--- src/design/mcl_pkg.sv ---
// Constants, types and state layout of the meter control-line and alert block
package mcl_pkg;
  localparam int unsigned CLK_HZ = 200_000_000;
  localparam int unsigned DEBOUNCE_US = 5000;
  localparam int unsigned DEBOUNCE_CYC = CLK_HZ / 1_000_000 * DEBOUNCE_US;
  localparam int unsigned MSG_MS = 1000;
  localparam int unsigned MSG_CYC = CLK_HZ / 1000 * MSG_MS;
  localparam int unsigned FLASH_MS = 250;
  localparam int unsigned FLASH_CYC = CLK_HZ / 1000 * FLASH_MS;
  localparam int unsigned BAUD = 9600;
  localparam int unsigned BAUD_CYC = CLK_HZ / BAUD;
  localparam int unsigned MENU_ITEMS = 12;
  localparam int CW = 28;
  localparam int DW = 24;
  localparam int NP = 11;
  localparam logic signed [DW-1:0] DISP_MAX = 24'sh0f423f;
  localparam logic signed [DW-1:0] DISP_MIN = -24'sh01869f;
  localparam logic [7:0] REG_CTRL = 8'h00;
  localparam logic [7:0] REG_STATUS = 8'h04;
  localparam logic [7:0] REG_DISP = 8'h08;
  localparam logic [7:0] REG_PEAK = 8'h0c;
  localparam logic [7:0] REG_VALLEY = 8'h10;
  localparam logic [7:0] REG_CONFIG = 8'h14;
  localparam logic [7:0] REG_ENTRY = 8'h18;
  localparam logic [7:0] REG_UART = 8'h1c;
  localparam logic [7:0] REG_SP0 = 8'h20;
  localparam logic [7:0] CTRL_RST = 8'h00;
  localparam int CTRL_SCOPE = 0;
  localparam int CTRL_PRINT = 1;
  localparam int CTRL_ALRST = 2;
  localparam int CTRL_FMT = 3;
  localparam int CTRL_LATCH = 4;
  localparam int PIN_PEAK = 0;
  localparam int PIN_VALLEY = 1;
  localparam int PIN_RESET = 2;
  localparam int PIN_HOLD = 3;
  localparam int PIN_LOCK = 4;
  localparam int PIN_PRINT = 5;
  localparam int PIN_RX = 6;
  localparam logic [7:0] PRINT_TERM = 8'h0d;

  typedef enum logic [3:0] {
    MSG_NONE = 4'h0, MSG_HARD_RESET = 4'h1, MSG_DISP_OVF = 4'h2, MSG_OFFSET_OVF = 4'h3,
    MSG_SP_OVF = 4'h4, MSG_SAVED = 4'h5, MSG_NOT_SAVED = 4'h6, MSG_POS_POSITIVE_OVERLOAD_MSG = 4'h7,
    MSG_OPEN = 4'h8, MSG_UNDER = 4'h9, MSG_IN_OVSC = 4'ha, MSG_RD_OVSC = 4'hb,
    MSG_COUNT_STEP_OVERFLOW_MSG = 4'hc, MSG_UNIT_SHIFT_OVERFLOW_MSG = 4'hd, MSG_SERIAL = 4'he
  } mcl_msg_t;

  typedef enum logic [1:0] {
    MD_RUN = 2'b00, MD_SETUP = 2'b01, MD_MSG = 2'b10, MD_OFS = 2'b11
  } mcl_md_t;

  typedef struct packed {
    logic cyc; logic stb; logic we; logic [7:0] adr; logic [3:0] sel; logic [31:0] dat;
  } mcl_wb_req_t;

  typedef struct packed {
    logic ack; logic [31:0] dat;
  } mcl_wb_rsp_t;

  typedef struct packed {
    logic pos_positive_overload_msg; logic open_sensor; logic under_range; logic in_ovsc; logic rd_ovsc;
    logic count_step_overflow_msg; logic unit_shift_overflow_msg; logic offset_ovf; logic sp_ovf;
  } mcl_err_t;

  typedef struct packed {
    logic [NP-1:0] s1; logic [NP-1:0] s2; logic [NP-1:0] s3;
    logic [5:0] act; logic [5:0] actp; logic rxl;
    logic [CW-1:0] dbc; logic [CW-1:0] flc; logic flash;
    logic [CW-1:0] tmr; mcl_msg_t tmsg; mcl_md_t md; mcl_md_t ret_md;
    logic [3:0] item; logic pend; logic [2:0] dp; logic [2:0] prop;
    logic [DW-1:0] live; logic [DW-1:0] peak; logic [DW-1:0] valley;
    logic [DW-1:0] disp; logic [DW-1:0] entry; logic [3:0][DW-1:0] sp;
    logic [3:0] al; logic [3:0] al_oe_n; logic [7:0] ctrl; mcl_msg_t msg; logic dflash;
    logic tx; logic [CW-1:0] txc; logic [3:0] txb; logic [9:0] txsh; logic [2:0] txn;
    logic [31:0] txbuf;
    logic [CW-1:0] rxc; logic [3:0] rxb; logic [7:0] rxsh; logic [7:0] rxd; logic rxf; logic rxa;
    logic ack; logic [31:0] rdat;
  } mcl_st_t;
endpackage

--- src/design/mcl_top.sv ---
// Control-line handling, alert messages, alarm outputs and aux serial of the panel meter
`timescale 1ns/1ps
module mcl_top #(
  parameter int unsigned DEB_CYC = mcl_pkg::DEBOUNCE_CYC,
  parameter int unsigned MSG_CYC = mcl_pkg::MSG_CYC,
  parameter int unsigned FLASH_CYC = mcl_pkg::FLASH_CYC,
  parameter int unsigned BAUD_CYC = mcl_pkg::BAUD_CYC,
  parameter int unsigned MENU_ITEMS = mcl_pkg::MENU_ITEMS
) (
  // Clock and reset
  input wire logic clk_i,
  input wire logic rst_i,
  // Register bus
  input wire mcl_pkg::mcl_wb_req_t wb_i,
  output mcl_pkg::mcl_wb_rsp_t wb_o,
  // Rear control lines, active low
  input wire logic [5:0] ctl_n_i,
  // Measurement stream and error conditions
  input wire logic sample_vld_i,
  input wire logic [mcl_pkg::DW-1:0] sample_i,
  input wire mcl_pkg::mcl_err_t err_i,
  input wire logic [2:0] ofs_dp_max_i,
  // Front panel
  input wire logic menu_btn_i,
  input wire logic max_btn_i,
  input wire logic chg_i,
  input wire logic submenu_i,
  // Display
  output logic [mcl_pkg::DW-1:0] disp_value_o,
  output logic disp_flash_o,
  output mcl_pkg::mcl_msg_t msg_o,
  output mcl_pkg::mcl_md_t mode_o,
  output logic [3:0] menu_item_o,
  output logic [2:0] decimal_position_o,
  output logic [mcl_pkg::DW-1:0] entry_o,
  // Open-collector setpoint and alarm pins
  input wire logic [3:0] sp_i,
  output logic [3:0] sp_o,
  output logic [3:0] sp_oe_n_o,
  // Auxiliary serial pair
  input wire logic rx_i,
  output logic tx_o
);
  localparam logic [mcl_pkg::CW-1:0] DEB_M1 = mcl_pkg::CW'(DEB_CYC - 1);
  localparam logic [mcl_pkg::CW-1:0] MSG_T = mcl_pkg::CW'(MSG_CYC);
  localparam logic [mcl_pkg::CW-1:0] FLASH_M1 = mcl_pkg::CW'(FLASH_CYC - 1);
  localparam logic [mcl_pkg::CW-1:0] BAUD_M1 = mcl_pkg::CW'(BAUD_CYC - 1);
  localparam logic [mcl_pkg::CW-1:0] HALF_M1 = mcl_pkg::CW'(BAUD_CYC / 2 - 1);
  localparam logic [3:0] ITEM_LAST = 4'(MENU_ITEMS - 1);

  mcl_pkg::mcl_st_t q;
  mcl_pkg::mcl_st_t d;
  logic [3:0] raw;
  logic [5:0] ev;
  logic busy;
  logic ovf;
  logic lock;
  logic dtick;
  logic btick;
  logic menu_fire;
  logic [31:0] wv;

  function automatic logic [31:0] wmerge(input logic [31:0] old, input logic [31:0] nw, input logic [3:0] sel);
    logic [31:0] r;
    r = old;
    for (int b = 0; b < 4; b++) begin
      if (sel[b]) begin
        r[8*b +: 8] = nw[8*b +: 8];
      end
    end
    return r;
  endfunction

  // Setpoint compare, one per output
  genvar gi;
  generate
    for (gi = 0; gi < 4; gi++) begin : g_cmp
      assign raw[gi] = $signed(q.live) >= $signed(q.sp[gi]);
    end
  endgenerate

  assign ev = q.act & ~q.actp;
  assign busy = (q.txn != 3'h0) || (q.txb != 4'h0) || q.rxa;
  assign ovf = ($signed(q.live) > $signed(mcl_pkg::DISP_MAX)) || ($signed(q.live) < $signed(mcl_pkg::DISP_MIN));
  assign lock = q.act[mcl_pkg::PIN_LOCK];
  assign dtick = (q.dbc == DEB_M1);
  assign menu_fire = menu_btn_i;

  ////////////////////////////////////////////////////////////////////////////
  always_comb begin
    d = q;
    wv = 32'h0;
    btick = 1'b0;
    // Three-stage sampling of every pin
    d.s1 = {sp_i, rx_i, ctl_n_i};
    d.s2 = q.s1;
    d.s3 = q.s2;
    d.actp = q.act;
    // Slow sampling rejects contact bounce without per-line counters
    d.dbc = dtick ? '0 : q.dbc + 1'b1;
    if (dtick) begin
      for (int i = 0; i < 6; i++) begin
        if (q.s2[i] == q.s3[i]) begin
          d.act[i] = ~q.s3[i];
        end
      end
    end
    if (q.s2[mcl_pkg::PIN_RX] == q.s3[mcl_pkg::PIN_RX]) begin
      d.rxl = q.s3[mcl_pkg::PIN_RX];
    end
    d.flc = (q.flc == FLASH_M1) ? '0 : q.flc + 1'b1;
    if (q.flc == FLASH_M1) begin
      d.flash = ~q.flash;
    end

    ////////////////////////////////////////////////////////////////////////
    // Sampling, peak and valley keep running regardless of hold
    if (sample_vld_i) begin
      d.live = sample_i;
      if ($signed(sample_i) > $signed(q.peak)) begin
        d.peak = sample_i;
      end
      if ($signed(sample_i) < $signed(q.valley)) begin
        d.valley = sample_i;
      end
    end
    if (!q.act[mcl_pkg::PIN_HOLD]) begin
      if (ovf) begin
        d.disp = mcl_pkg::DISP_MAX;
      end else if (q.act[mcl_pkg::PIN_PEAK]) begin
        d.disp = q.peak;
      end else if (q.act[mcl_pkg::PIN_VALLEY]) begin
        d.disp = q.valley;
      end else begin
        d.disp = q.live;
      end
    end

    ////////////////////////////////////////////////////////////////////////
    // Alarms: a fresh trip wins over a latch clear in the same cycle
    for (int i = 0; i < 4; i++) begin
      d.al[i] = raw[i] | (q.ctrl[mcl_pkg::CTRL_LATCH + i] & q.al[i]);
    end
    if (ev[mcl_pkg::PIN_PRINT] && q.ctrl[mcl_pkg::CTRL_ALRST]) begin
      d.al = raw;
    end

    ////////////////////////////////////////////////////////////////////////
    // Timed messages and menu
    if (q.tmr != '0) begin
      d.tmr = q.tmr - 1'b1;
      if (q.tmr == 28'h1) begin
        d.tmsg = mcl_pkg::MSG_NONE;
        if (q.md == mcl_pkg::MD_MSG) begin
          d.md = q.ret_md;
        end
      end
    end
    unique case (q.md)
      mcl_pkg::MD_RUN: begin
        if (err_i.sp_ovf) begin
          d.md = mcl_pkg::MD_MSG;
          d.ret_md = mcl_pkg::MD_RUN;
          d.tmsg = mcl_pkg::MSG_SP_OVF;
          d.tmr = MSG_T;
        end else if (menu_fire && err_i.offset_ovf) begin
          d.md = mcl_pkg::MD_OFS;
          d.prop = ofs_dp_max_i;
        end else if (menu_fire && !lock) begin
          if (busy) begin
            d.md = mcl_pkg::MD_MSG;
            d.ret_md = mcl_pkg::MD_RUN;
            d.tmsg = mcl_pkg::MSG_SERIAL;
            d.tmr = MSG_T;
          end else begin
            d.md = mcl_pkg::MD_SETUP;
            d.item = 4'h0;
            d.pend = 1'b0;
          end
        end
      end
      mcl_pkg::MD_SETUP: begin
        if (chg_i) begin
          if (busy) begin
            d.md = mcl_pkg::MD_MSG;
            d.ret_md = mcl_pkg::MD_SETUP;
            d.tmsg = mcl_pkg::MSG_SERIAL;
            d.tmr = MSG_T;
          end else begin
            d.pend = 1'b1;
          end
        end else if (menu_fire && !submenu_i) begin
          d.item = (q.item == ITEM_LAST) ? 4'h0 : q.item + 1'b1;
          d.pend = 1'b0;
          if (q.pend) begin
            d.md = mcl_pkg::MD_MSG;
            d.ret_md = (q.item == ITEM_LAST) ? mcl_pkg::MD_RUN : mcl_pkg::MD_SETUP;
            d.tmsg = lock ? mcl_pkg::MSG_NOT_SAVED : mcl_pkg::MSG_SAVED;
            d.tmr = MSG_T;
          end else if (q.item == ITEM_LAST) begin
            d.md = mcl_pkg::MD_RUN;
          end
        end
      end
      mcl_pkg::MD_MSG: begin
      end
      mcl_pkg::MD_OFS: begin
        if (menu_fire) begin
          if (!lock) begin
            d.dp = q.prop;
          end
          d.md = mcl_pkg::MD_RUN;
        end
      end
    endcase

    if (max_btn_i && q.msg == mcl_pkg::MSG_DISP_OVF) begin
      d.entry = '0;
    end

    // Hard reset or peak/valley clear from the reset line
    if (ev[mcl_pkg::PIN_RESET]) begin
      d.peak = q.live;
      d.valley = q.live;
      if (!q.ctrl[mcl_pkg::CTRL_SCOPE]) begin
        d.ctrl = mcl_pkg::CTRL_RST;
        d.sp = '0;
        d.dp = 3'h0;
        d.al = '0;
        d.md = mcl_pkg::MD_RUN;
        d.tmsg = mcl_pkg::MSG_HARD_RESET;
        d.tmr = MSG_T;
      end
    end

    ////////////////////////////////////////////////////////////////////////
    // Single message, fixed priority
    if (q.tmsg != mcl_pkg::MSG_NONE) begin
      d.msg = q.tmsg;
    end else if (err_i.pos_positive_overload_msg) begin
      d.msg = mcl_pkg::MSG_POS_POSITIVE_OVERLOAD_MSG;
    end else if (err_i.open_sensor) begin
      d.msg = mcl_pkg::MSG_OPEN;
    end else if (err_i.under_range) begin
      d.msg = mcl_pkg::MSG_UNDER;
    end else if (err_i.in_ovsc) begin
      d.msg = mcl_pkg::MSG_IN_OVSC;
    end else if (err_i.rd_ovsc) begin
      d.msg = mcl_pkg::MSG_RD_OVSC;
    end else if (err_i.count_step_overflow_msg) begin
      d.msg = mcl_pkg::MSG_COUNT_STEP_OVERFLOW_MSG;
    end else if (err_i.unit_shift_overflow_msg) begin
      d.msg = mcl_pkg::MSG_UNIT_SHIFT_OVERFLOW_MSG;
    end else if (err_i.offset_ovf) begin
      d.msg = mcl_pkg::MSG_OFFSET_OVF;
    end else if (ovf) begin
      d.msg = mcl_pkg::MSG_DISP_OVF;
    end else begin
      d.msg = mcl_pkg::MSG_NONE;
    end
    d.dflash = q.flash & ((d.msg != mcl_pkg::MSG_NONE) || q.act[mcl_pkg::PIN_PEAK] || q.act[mcl_pkg::PIN_VALLEY]);

    ////////////////////////////////////////////////////////////////////////
    // Serial transmit: start bit on load, then data, stop, one idle clock
    if (q.txb != 4'h0) begin
      btick = (q.txc == BAUD_M1);
      d.txc = btick ? '0 : q.txc + 1'b1;
      if (btick) begin
        d.tx = q.txsh[0];
        d.txsh = {1'b1, q.txsh[9:1]};
        d.txb = q.txb - 1'b1;
      end
    end else if (q.txn != 3'h0) begin
      d.tx = 1'b0;
      d.txsh = {2'b11, q.txbuf[31:24]};
      d.txbuf = {q.txbuf[23:0], 8'h00};
      d.txn = q.txn - 1'b1;
      d.txb = 4'ha;
      d.txc = '0;
    end
    if (ev[mcl_pkg::PIN_PRINT] && q.ctrl[mcl_pkg::CTRL_PRINT] && !busy) begin
      d.txbuf = {q.live, mcl_pkg::PRINT_TERM};
      d.txn = q.ctrl[mcl_pkg::CTRL_FMT] ? 3'h4 : 3'h3;
    end

    // Serial receive, start bit checked at mid-bit
    if (!q.rxa) begin
      if (!q.rxl) begin
        d.rxa = 1'b1;
        d.rxc = '0;
        d.rxb = 4'h0;
      end
    end else if (q.rxc == ((q.rxb == 4'h0) ? HALF_M1 : BAUD_M1)) begin
      d.rxc = '0;
      if (q.rxb == 4'h0) begin
        d.rxa = ~q.rxl;
        d.rxb = 4'h1;
      end else if (q.rxb <= 4'h8) begin
        d.rxsh = {q.rxl, q.rxsh[7:1]};
        d.rxb = q.rxb + 1'b1;
      end else begin
        d.rxa = 1'b0;
      end
    end else begin
      d.rxc = q.rxc + 1'b1;
    end

    ////////////////////////////////////////////////////////////////////////
    // Wishbone classic slave, one wait state
    d.ack = wb_i.cyc && wb_i.stb && !q.ack;
    d.rdat = 32'h0;
    if (d.ack) begin
      unique case (wb_i.adr)
        mcl_pkg::REG_CTRL: d.rdat = {24'h0, q.ctrl};
        mcl_pkg::REG_STATUS: d.rdat = {4'h0, q.msg, 2'h0, q.md, q.al, q.s3[10:7], 3'h0, busy, 2'h0, q.act};
        mcl_pkg::REG_DISP: d.rdat = {8'h0, q.disp};
        mcl_pkg::REG_PEAK: d.rdat = {8'h0, q.peak};
        mcl_pkg::REG_VALLEY: d.rdat = {8'h0, q.valley};
        mcl_pkg::REG_CONFIG: d.rdat = {29'h0, q.dp};
        mcl_pkg::REG_ENTRY: d.rdat = {8'h0, q.entry};
        mcl_pkg::REG_UART: d.rdat = {23'h0, q.rxf, q.rxd};
        8'h20, 8'h24, 8'h28, 8'h2c: d.rdat = {8'h0, q.sp[wb_i.adr[3:2]]};
        default: d.rdat = 32'h0;
      endcase
      if (!wb_i.we && wb_i.adr == mcl_pkg::REG_UART) begin
        d.rxf = 1'b0;
      end
      if (wb_i.we && !lock) begin
        unique case (wb_i.adr)
          mcl_pkg::REG_CTRL: begin
            wv = wmerge({24'h0, q.ctrl}, wb_i.dat, wb_i.sel);
            d.ctrl = wv[7:0];
          end
          mcl_pkg::REG_CONFIG: begin
            wv = wmerge({29'h0, q.dp}, wb_i.dat, wb_i.sel);
            d.dp = wv[2:0];
          end
          mcl_pkg::REG_ENTRY: begin
            wv = wmerge({8'h0, q.entry}, wb_i.dat, wb_i.sel);
            d.entry = wv[23:0];
          end
          8'h20, 8'h24, 8'h28, 8'h2c: begin
            wv = wmerge({8'h0, q.sp[wb_i.adr[3:2]]}, wb_i.dat, wb_i.sel);
            d.sp[wb_i.adr[3:2]] = wv[23:0];
          end
          default: begin
          end
        endcase
      end
      if (wb_i.we && wb_i.adr == mcl_pkg::REG_UART && wb_i.sel[0] && !busy) begin
        d.txbuf = {wb_i.dat[7:0], 24'h0};
        d.txn = 3'h1;
      end
    end
    // Received byte sets the flag after any read clear
    if (q.rxa && q.rxb == 4'h9 && q.rxc == BAUD_M1 && q.rxl) begin
      d.rxd = q.rxsh;
      d.rxf = 1'b1;
    end
    d.al_oe_n = ~d.al;
  end

  always_ff @(posedge clk_i) begin
    if (rst_i) begin
      q <= '0;
      q.s1 <= '1;
      q.s2 <= '1;
      q.s3 <= '1;
      q.rxl <= 1'b1;
      q.tx <= 1'b1;
      q.al_oe_n <= 4'hf;
      q.ctrl <= mcl_pkg::CTRL_RST;
      q.md <= mcl_pkg::MD_RUN;
      q.ret_md <= mcl_pkg::MD_RUN;
      q.tmsg <= mcl_pkg::MSG_NONE;
      q.msg <= mcl_pkg::MSG_NONE;
    end else begin
      q <= d;
    end
  end

  assign wb_o = '{ack: q.ack, dat: q.rdat};
  assign disp_value_o = q.disp;
  assign disp_flash_o = q.dflash;
  assign msg_o = q.msg;
  assign mode_o = q.md;
  assign menu_item_o = q.item;
  assign decimal_position_o = q.dp;
  assign entry_o = q.entry;
  assign sp_o = 4'h0;
  assign sp_oe_n_o = q.al_oe_n;
  assign tx_o = q.tx;
endmodule

--- config.mk ---
export PLATFORM = sky130hd
export DESIGN_NAME = mcl_top
export DESIGN_NICKNAME = d
export VERILOG_FILES = /design/src/design/mcl_pkg.sv /design/src/design/mcl_top.sv
export SDC_FILE = /design/constraint.sdc
export NUM_CORES = 1
export LEC_CHECK = 0
export BUFFER_PORTS_ARGS = -buffer_cell sky130_fd_sc_hd__buf_2
export CAP_MARGIN = 40
export CORE_UTILIZATION = 25
export DETAILED_ROUTE_END_ITERATION = 10
export GPL_TIMING_DRIVEN = 0
export SYNTH_ARGS = -nofsm -noshare
export SYNTH_HDL_FRONTEND = slang
export SYNTH_SLANG_ARGS = --single-unit
--- constraint.sdc ---
create_clock -name clk_i -period 4.05 [get_ports clk_i]
set_input_delay 0.6075 -clock clk_i [delete_from_list [all_inputs] [get_ports clk_i]]
set_output_delay 0.6075 -clock clk_i [all_outputs]
set_load 0.02 [all_outputs]
==> results of run 1 <==
==> layer usage <==
metal | share of wire, % | GRT usage, % | up-vias
met5 | 0.19 | 0.962 | -
li1 | - | - | 13400
met1 | 44 | 28.0 | 14000
met3 | 13 | 6.58 | 258
met4 | 3.5 | 6.53 | 14
met2 | 40 | 27.4 | 1678
==> layout make-up <==
cell class                 count  area (um^2)  area share, %
inverter                     177          664           1.92
tap                         1524         1910           5.52
clock inverter                34          499           1.44
sequential                   539        10800           31.2
multi-input combinational   2549        16300           47.3
clock buffer                  71         1580           4.57
buffer                       333         1660           4.79
antenna                        6         15.0         0.0434
timing repair buffer         203         1110           3.21
==> state kept, by name, indices dropped and copies added (netlist names) <==
name,cells
q,415
d,28
mode_o,2
entry_o,24
tx_o,1
msg_o,4
wb_o,29
menu_item_o,4
disp_flash_o,1
decimal_position_o,3
sp_oe_n_o,4
disp_value_o,24
==> cell usage after synthesis (50+ instances only) <==
master / count
inv_1: 175
clkbuf_1: 205
nand4_1: 50
mux2i_1: 99
o21ai_0: 97
nand2_1: 209
dfxtp_1: 539
buf_4: 103
nand3_1: 132
a31oi_1: 148
nor2_1: 519
a22oi_1: 98
ha_1: 159
a21oi_1: 180
nor3_1: 137
==> where the power goes <==
group	total, mW	switching [mW]	internal [mW]
Clock	5.87	2.44	3.43
Combinational	3.68	2.37	1.32
Sequential	6.17	0.495	5.67
==> per-stage QoR <==
stage	instance area, um^2	TNS [ps]	setup slack (ps)
after floorplan	29400	0	1040
after CTS	34500	0	68.3
final	34600	0	172
after global placement	32300	-15950	-278
after global routing	34600	0	60.0
after detailed placement	32400	-3010	-291
==> path summary, 6_finish.rpt <==
kind / to / start / slack, ps
max: q[369] / q[373] / 170
min reg2reg: d[525] / d[536] / 410
min: d[531] / ctl_n_i[5] / 170
max reg2reg: q[369] / q[373] / 170
==> logic make-up after synthesis <==
kind of cell	share of synthesized area, %
and+or+nand+nor	22.3
AOI/OAI and AO/OA	18.7
DFF	36.7
buffers and inverters	7.89
adders and majority gates	6.77
muxes	5.29
xor gates and xnor gates	2.35
other	0.0128
==> cell usage in the layout (no fill, tap or decap), types with 11 or more instances in the layout <==
cell type  instances
nand3_1          132
nor2b_1           23
mux2i_1           99
buf_2            196
xnor2_1           45
a2111oi_0         46
xor2_1            34
nand4_1           50
ha_1             159
nand2b_1          21
a22oi_1           98
and3_1            27
o21ai_0           97
a21o_1            35
dfxtp_1          539
buf_1             15
nand2_1          209
a311oi_1          45
nor3_1           137
or2_2             42
inv_1            175
nor4_1            24
and4_1            15
mux4_2            24
and2_1            22
a21boi_0          28
buf_6             11
or3_1             49
a211oi_1          39
buf_4            107
nor3b_1           33
a21oi_1          180
a31oi_1          148
nor2_1           519
a221oi_1          15
nand3b_1          14
clkbuf_16         58
clkbuf_1         209
==> timing repair <==
action / 4_1_cts / 5_1_grt
gates resized for setup: 1 / 4
setup endpoints to repair: 9 / 12
hold buffers: 0 / 0
==> impl_metrics.yaml, run 1 <==
outcome:
  outcome: "complete, no violations"
detailed_routing:
  antenna_left: 0
  drt_iter0_drc: 3571
  wl_per_cell_um: 22.3
  via_per_inst: 5.39
  firstDrtPassIters: 6
  wl_um: 121000
  drc: 0
  routed-via-count: 29300
grt:
  grt_pass1_vias: 26800
  antenna_found_initial: 16
  grt_use_total_pct: 19.7
  grt_max_degree: 17
  gr-total-overflow: 0
  grt_pass1_wl_um: 177000
cts:
  clk_latency_ps: 670
  clock-sinks: 539
  clockBufferDepth: 3
  cts-root-buf: "clkbuf_16"
  cts_setup_buffers: 0
  cts_buffers: 57
  path_clk_slew_ps: 70
  h-tree-depth: 2
  cts_tree: "yes"
setup_path:
  path_buf_inv: 4
  critPathKind: "register to register"
  crit_cells: 11
  cpMostUsedCell: "buf_2"
  path_cells: "inv_1, ha_1, clkbuf_1, nand4_1, nor4_4, a21bo_1, buf_2, buf_2, nor3b_1, a2111oi_0, a31oi_1"
  crit_path_end_kind: "register"
  critPathMaxFanout: 10
  critPathTopFamily: "compound AO/OA/AOI/OAI gates"
  rr_worst_depth: 11
  startpoint_type: "register"
  critPathMaxStageDelay_ps: 590
  crit_slowest_cell: "a2111oi_0"
  crit_arrival_ps: 4390
  crit_required_ps: 4560
hold_path:
  hold_class: "input pin to register"
  hold_depth: 2
timing:
  max_freq_mhz: 258
  worst_pin_slew_ps: 1190
  hold_viol: 0
  skew_ps: 48.8
  rsz0062_at_grt: "no"
  fin_crit_ps: 3880
  finalSetupViolCount: 0
  whs_ps: 167
  drv_slew: 0
  fin_crit_sh_pct: 95.7
  maxSlewHeadroom_pct: 20.4
synth:
  synth_area_leader_cell: "dfxtp_1"
  ys_ff_latch: 539
  ys.flop_type: "dfxtp_1"
  synth_top_area_share_pct: 36.7
  yosysSeqAreaShare_pct: 36.7
  syn_inst: 3591
  yosysUniqueCellTypes: 77
  synth_edf_count: 0
  yosysWarnings: 0
  netlist_area_um2: 29400
  synth.avg_cell_area_um2: 8.19
  ys_top_cells_by_area: "dfxtp_1 37%, ha_1 6.8%, nor2_1 6.6%"
  async_flop_share_pct: 0
layout:
  fin_cells: 5436
  fillers: 12500
  postLayoutCoreUtil_pct: 29.7
  layout-drive-gt1-share_pct: 12.9
  syn2layout_area_growth_pct: 17.5
  nets: 4120
floorplanning:
  die_x_um: 345
  initial_core_util_pct: 25.3
  ioPinCount: 205
  core_um2: 116000
  dieHeight_um: 345
  dieArea_um2: 119000
  rows: 125
placed_design:
  dp.cells: 5323
  gp_congestion: 0.995
  port_buffers: 183
  dp_hpwl_um: 92900
pwr:
  power_mw: 15.7
  power.density_nw_per_um2: 455
  vdd_ir_drop_max_uv: 434
  leakagePower_nw: 12.6
flow_run:
  max-cap-violations: 0
Power figures use the tool's default switching activity.
==> run 2, diff against run 1 <==
--- a/config.mk
+++ b/config.mk
@@ -10,6 +10,8 @@
 export CORE_UTILIZATION = 25
 export DETAILED_ROUTE_END_ITERATION = 10
 export GPL_TIMING_DRIVEN = 0
+export PLACE_DENSITY_LB_ADDON = 0.12
+export REMOVE_ABC_BUFFERS = 1
 export SYNTH_ARGS = -nofsm -noshare
 export SYNTH_HDL_FRONTEND = slang
 export SYNTH_SLANG_ARGS = --single-unit
==> run 2 against run 1 <==
  * Sequential cell count is the same
  * Critical path type unchanged
  * Cell count shrank 4.7%
  * Design area grew 0.19%
  * Clock power grew 22%
  * Combinational power grew 1%
  * Non-clock buffer count shrank 280
  * Power grew 8.3%
  * Routed wire length shrank 6.0%
  * Register-to-register slack gained 170 ps
  * Utilization grew 0.057 points
  * Largest cell class unchanged
  * Sequential power shrank 0.6%
  * Hold slack lost 28 ps
==> impl_metrics.yaml, run 2 (synthesized netlist as in run 1, its figures left out) <==
outcome:
  outcome: "complete, no violations"
cts:
  path_clk_slew_ps: 60
  cts_tree: "yes"
  cts-root-buf: "clkbuf_16"
  clk_latency_ps: 640
  clockBufferDepth: 3
  cts_buffers: 72
  h-tree-depth: 3
  cts_hold_buf: 0
  clock-sinks: 539
layout:
  nets: 3855
  fin_cells: 5180
  layout-drive-gt1-share_pct: 13.5
  syn2layout_area_growth_pct: 17.8
  largest_reg_flops: 415
  postLayoutCoreUtil_pct: 29.8
  fillers: 12600
  most-common-layout-cells: "536 x dfxtp_1, 512 x nor2_1, 209 x nand2_1"
  final_common_cell: "dfxtp_1"
  regMostFlops: "q"
setup_path:
  crit_slowest_cell: "and3_1"
  critPathKind: "register to register"
  startpoint_type: "register"
  critPathMaxFanout: 13
  path_buf_inv: 2
  r2r_slack_ps: 340
  crit_arrival_ps: 4210
  crit_required_ps: 4560
  critPathTopFamily: "compound AO/OA/AOI/OAI gates"
  critPathMaxStageDelay_ps: 590
  path_cells: "inv_1, ha_1, a211oi_1, o21ai_0, o221ai_1, and3_1, nand2_1, buf_16, a2111oi_0, a31oi_1"
  crit_path_end_kind: "register"
timing:
  hold_viol: 0
  max_freq_mhz: 270
  worst_pin_slew_ps: 944
  drv_slew: 0
  finalSetupViolCount: 0
  maxSlewHeadroom_pct: 37.0
  fin_crit_ps: 3710
  fin_crit_sh_pct: 91.5
  skew_ps: 26.1
  rsz0062_at_grt: "no"
detailed_routing:
  routed-via-count: 26600
  firstDrtPassIters: 5
  drc: 0
  drt_iter0_drc: 1983
  wl_um: 114000
  via_per_inst: 5.14
  wl_per_cell_um: 22.0
  antenna_left: 0
placed_design:
  dp_hpwl_um: 81400
  port_buffers: 187
  gp_congestion: 0.802
  dp.cells: 5043
grt:
  grt_pass1_wl_um: 169000
  grt_max_degree: 128
  grt_use_total_pct: 18.8
  grt_pass1_vias: 25300
  antenna_found_initial: 8
  gr-total-overflow: 0
pwr:
  power.density_nw_per_um2: 492
  leakagePower_nw: 12.5
  vdd_ir_drop_max_uv: 280
flow_run:
  max-cap-violations: 0
floorplanning:
  ioPinCount: 205
  core_um2: 116000
  dieHeight_um: 345
  rows: 125
  die_x_um: 345
  dieArea_um2: 119000
  initial_core_util_pct: 25.3
hold_path:
  hold_class: "input pin to register"
==> run 2: cell types whose count changed in the layout (fill, tap and decap cells not counted), sizes merged <==
cell      delta
diode        -4
clkbuf     -174
bufinv       +3
buf         -75
clkinvlp     -5
clkinv       -1
==> run 2: worst register-to-register path: cells and delay by family, from the launching register on <==
kind | cells | cell delay (ps)
compound gates | 5 | 1230
simple gates | 2 | 1170
flops | 1 | 500
buf+inv | 2 | 470
fa+ha+maj | 1 | 220
==> run 2: power by group <==
part,switching [mW],leakage (nW),internal (mW)
registers,0.454,4.38,5.68
logic,2.32,6.82,1.41
clock network,2.67,1.30,4.50
total,5.44,12.5,11.6
==> run 2: repair_timing <==
action	4_1_cts	5_1_grt
setup endpoints to repair	15	13
buffers inserted	1	1
gates resized for setup	0	1
hold endpoints to repair	0	0
gates cloned	0	0
pin swaps	1	1
==> run 2: metrics by stage <==
stage          instance area [um^2]  hold slack [ps]  power [mW]  TNS [ps]  setup WS, ps
2_1_floorplan                 27800              389        8.32    -46920          -577
6_report                      34600              139        17.0         0           343
3_5_place_dp                  31900              396        9.96     -4330          -280
3_3_place_gp                  30600              393        9.68  -2222080         -7140
4_1_cts                       34600             94.7        17.3         0           128
5_1_grt                       34600              117        17.9         0          28.5
==> run 2: per-layer routing <==
| layer | vias to the layer above | GRT usage [%] | wire (um) | part of all wire, % |
|---|---|---|---|---|
| li1 | 12900 | - | - | - |
| met1 | 12900 | 26.5 | 53900 | 47 |
| met2 | 702 | 28.9 | 50200 | 44 |
| met3 | 159 | 3.41 | 6790 | 6.0 |
| met4 | 2 | 5.69 | 3040 | 2.7 |
| met5 | - | 0 | 13 | 0.011 |
==> run 2: final cells by class <==
type / count / area (um^2) / area share (%)
Timing Repair Buffer: 256 / 2100 / 6.06
Tap cell: 1524 / 1910 / 5.51
Sequential cell: 539 / 10800 / 31.2
Inverter: 177 / 664 / 1.92
Antenna cell: 2 / 5.00 / 0.0145
Clock inverter: 31 / 538 / 1.55
Clock buffer: 102 / 2120 / 6.11
Multi-Input combinational cell: 2549 / 16500 / 47.7
==> run 2: path summary, 6_finish.rpt <==
check,start,end,cells after the start
max reg2reg,q[364],q[366],10
max,q[364],q[366],10
min,sp_i[2],d[535],2
min reg2reg,d[526],d[515],1
==> run 3, diff against run 2 <==
--- a/config.mk
+++ b/config.mk
@@ -9,8 +9,8 @@
 export CAP_MARGIN = 40
 export CORE_UTILIZATION = 25
 export DETAILED_ROUTE_END_ITERATION = 10
-export GPL_TIMING_DRIVEN = 0
 export PLACE_DENSITY_LB_ADDON = 0.12
+export RECOVER_POWER = 25
 export REMOVE_ABC_BUFFERS = 1
 export SYNTH_ARGS = -nofsm -noshare
 export SYNTH_HDL_FRONTEND = slang
==> run 3 against run 2 <==
  * The flow now finishes with violations (max-capacitance violations, max-slew violations)
  * Sequential power barely moved
  * Utilization fell by 0.56 points
  * Register-to-register slack improved by 470 ps
  * Largest power group unchanged
  * Clock power fell by 7.3%
  * Largest cell class unchanged
  * Setup slack improved by 270 ps
==> impl_metrics.yaml, run 3 (synthesized netlist as in run 1, its figures left out) <==
outcome:
  outcome: "finished with violations"
  violations: "max-capacitance violations, max-slew violations"
timing:
  fin_crit_ps: 3440
  maxSlewHeadroom_pct: -32.9
  fin_crit_sh_pct: 84.9
  worst_pin_slew_ps: 1990
  rsz0062_at_grt: "no"
  drv_slew: 29
  finalSetupViolCount: 0
  layout_setup_ws_ps: 610
  skew_ps: 35.3
  max_freq_mhz: 291
  hold_viol: 0
grt:
  grt_pass1_wl_um: 170000
  grt_max_degree: 106
  grt_pass1_vias: 25400
  grt_use_total_pct: 18.9
  antenna_found_initial: 8
  gr-total-overflow: 0
setup_path:
  crit_slowest_cell: "clkbuf_1"
  worstReg2RegStart: "q[373]"
  critPathKind: "input pin to register"
  path_cells: "clkbuf_1, clkbuf_4, nor3_1, a22o_1"
  crit_path_end_kind: "register"
  critPathMaxStageDelay_ps: 1390
  r2r_slack_ps: 810
  crit_required_ps: 4590
  rr_endpoint: "q[371]"
  critPathMaxFanout: 105
  rr_worst_depth: 11
  crit_arrival_ps: 3980
  startpoint_type: "input pin"
detailed_routing:
  wl_per_cell_um: 21.9
  drt_iter0_drc: 1840
  antenna_left: 0
  wl_met1_um: 55800
  top_layer_used: "met5"
  wl_um: 114000
  drc: 0
  via_per_inst: 5.14
  routed-wl-met3_um: 6110
  firstDrtPassIters: 7
  met2_length_um: 49200
  routed-via-count: 26800
cts:
  cts_repair_resize_count: 0
  cts_hold_buf: 0
  clk_latency_ps: 650
  cts-root-buf: "clkbuf_16"
  cts_tree: "yes"
  cts_buffers: 72
  path_clk_slew_ps: 60
  clock-sinks: 539
  cts_setup_buffers: 0
  h-tree-depth: 3
  clockBufferDepth: 3
floorplanning:
  dieArea_um2: 119000
  die_x_um: 345
  initial_core_util_pct: 25.3
  dieHeight_um: 345
  rows: 125
  ioPinCount: 205
  core_um2: 116000
placed_design:
  dpl-instance-area_um2: 31700
  dp.cells: 5085
  dp_hpwl_um: 82100
  dp_slack_ps: 758
  gp_congestion: 0.827
  port_buffers: 187
layout:
  largest_reg_flops: 415
  fin_area_um2: 34000
  fin_cells: 5214
  layout-drive-gt1-share_pct: 11.8
  most-common-layout-cells: "536 x dfxtp_1, 513 x nor2_1, 209 x nand2_1"
  nets: 3895
  regMostFlops: "q"
  final_common_cell: "dfxtp_1"
  syn2layout_area_growth_pct: 15.6
hold_path:
  worstHoldEndpoint: "d[535]"
  hold_class: "input pin to register"
  hold_depth: 2
  min_from: "sp_i[2]"
pwr:
  power.share.clock_pct: 40.5
  intPower_mw: 11.0
  power_mw: 16.4
  vdd_ir_drop_max_uv: 244
  netSwitchingFraction_pct: 32.9
  power.density_nw_per_um2: 483
  p_switching_mw: 5.40
  power_frac_comb_pct: 22.2
  p_seq_share_pct: 37.3
  leakagePower_nw: 12.1
flow_run:
  max-cap-violations: 1
## run 3: worst max-delay path, delay by kind of cell
family / cells / cell delay, ps
buffers and inverters: 2 / 2680
and+or+nand+nor: 1 / 290
AOI/OAI and AO/OA: 1 / 310
## run 3: how the worst max path moves through the flow
stage	start	end	slack (ps)	depth (start not counted)
5_1_grt	rst_i	q[171]	440	4
6_report	rst_i	q[173]	610	4
3_5_place_dp	sample_i[23]	q[371]	760	11
4_1_cts	q[373]	q[371]	870	11
3_3_place_gp	sample_i[23]	q[371]	660	11
2_1_floorplan	sample_i[23]	q[351]	-580	8
## run 3: stage by stage
step	setup TNS (ps)	util, %	hold WS, ps
after floorplan	-46920	-	389
after global placement	0	27.2	393
after detailed placement	0	27.2	393
after CTS	0	29.3	99.4
after global routing	0	29.2	112
final	0	29.2	144
## run 3: layout make-up
class                   count  area, um^2
diodes                      2        5.00
clock buffers              96        2030
clock inverters            31         408
fillers                 12700       82400
inverters                 177         664
multi-input cells        2549       16400
flip-flops and latches    539       10800
well taps                1524        1910
repair buffers            296        1760
## run 3: power by group through the flow
stage	combinational, mW	clock, mW	sequential, mW
2_1_floorplan	2.23	0	6.09
3_3_place_gp	3.63	0	6.22
3_5_place_dp	3.68	0	6.22
4_1_cts	3.71	6.89	6.10
5_1_grt	4.09	7.08	6.16
6_report	3.65	6.65	6.11
## run 3: per-layer routing
layer	up-vias	track usage [%]
li1	12900	-
met1	12900	27.5
met2	758	28.3
met3	164	2.98
met4	4	5.48
met5	-	0
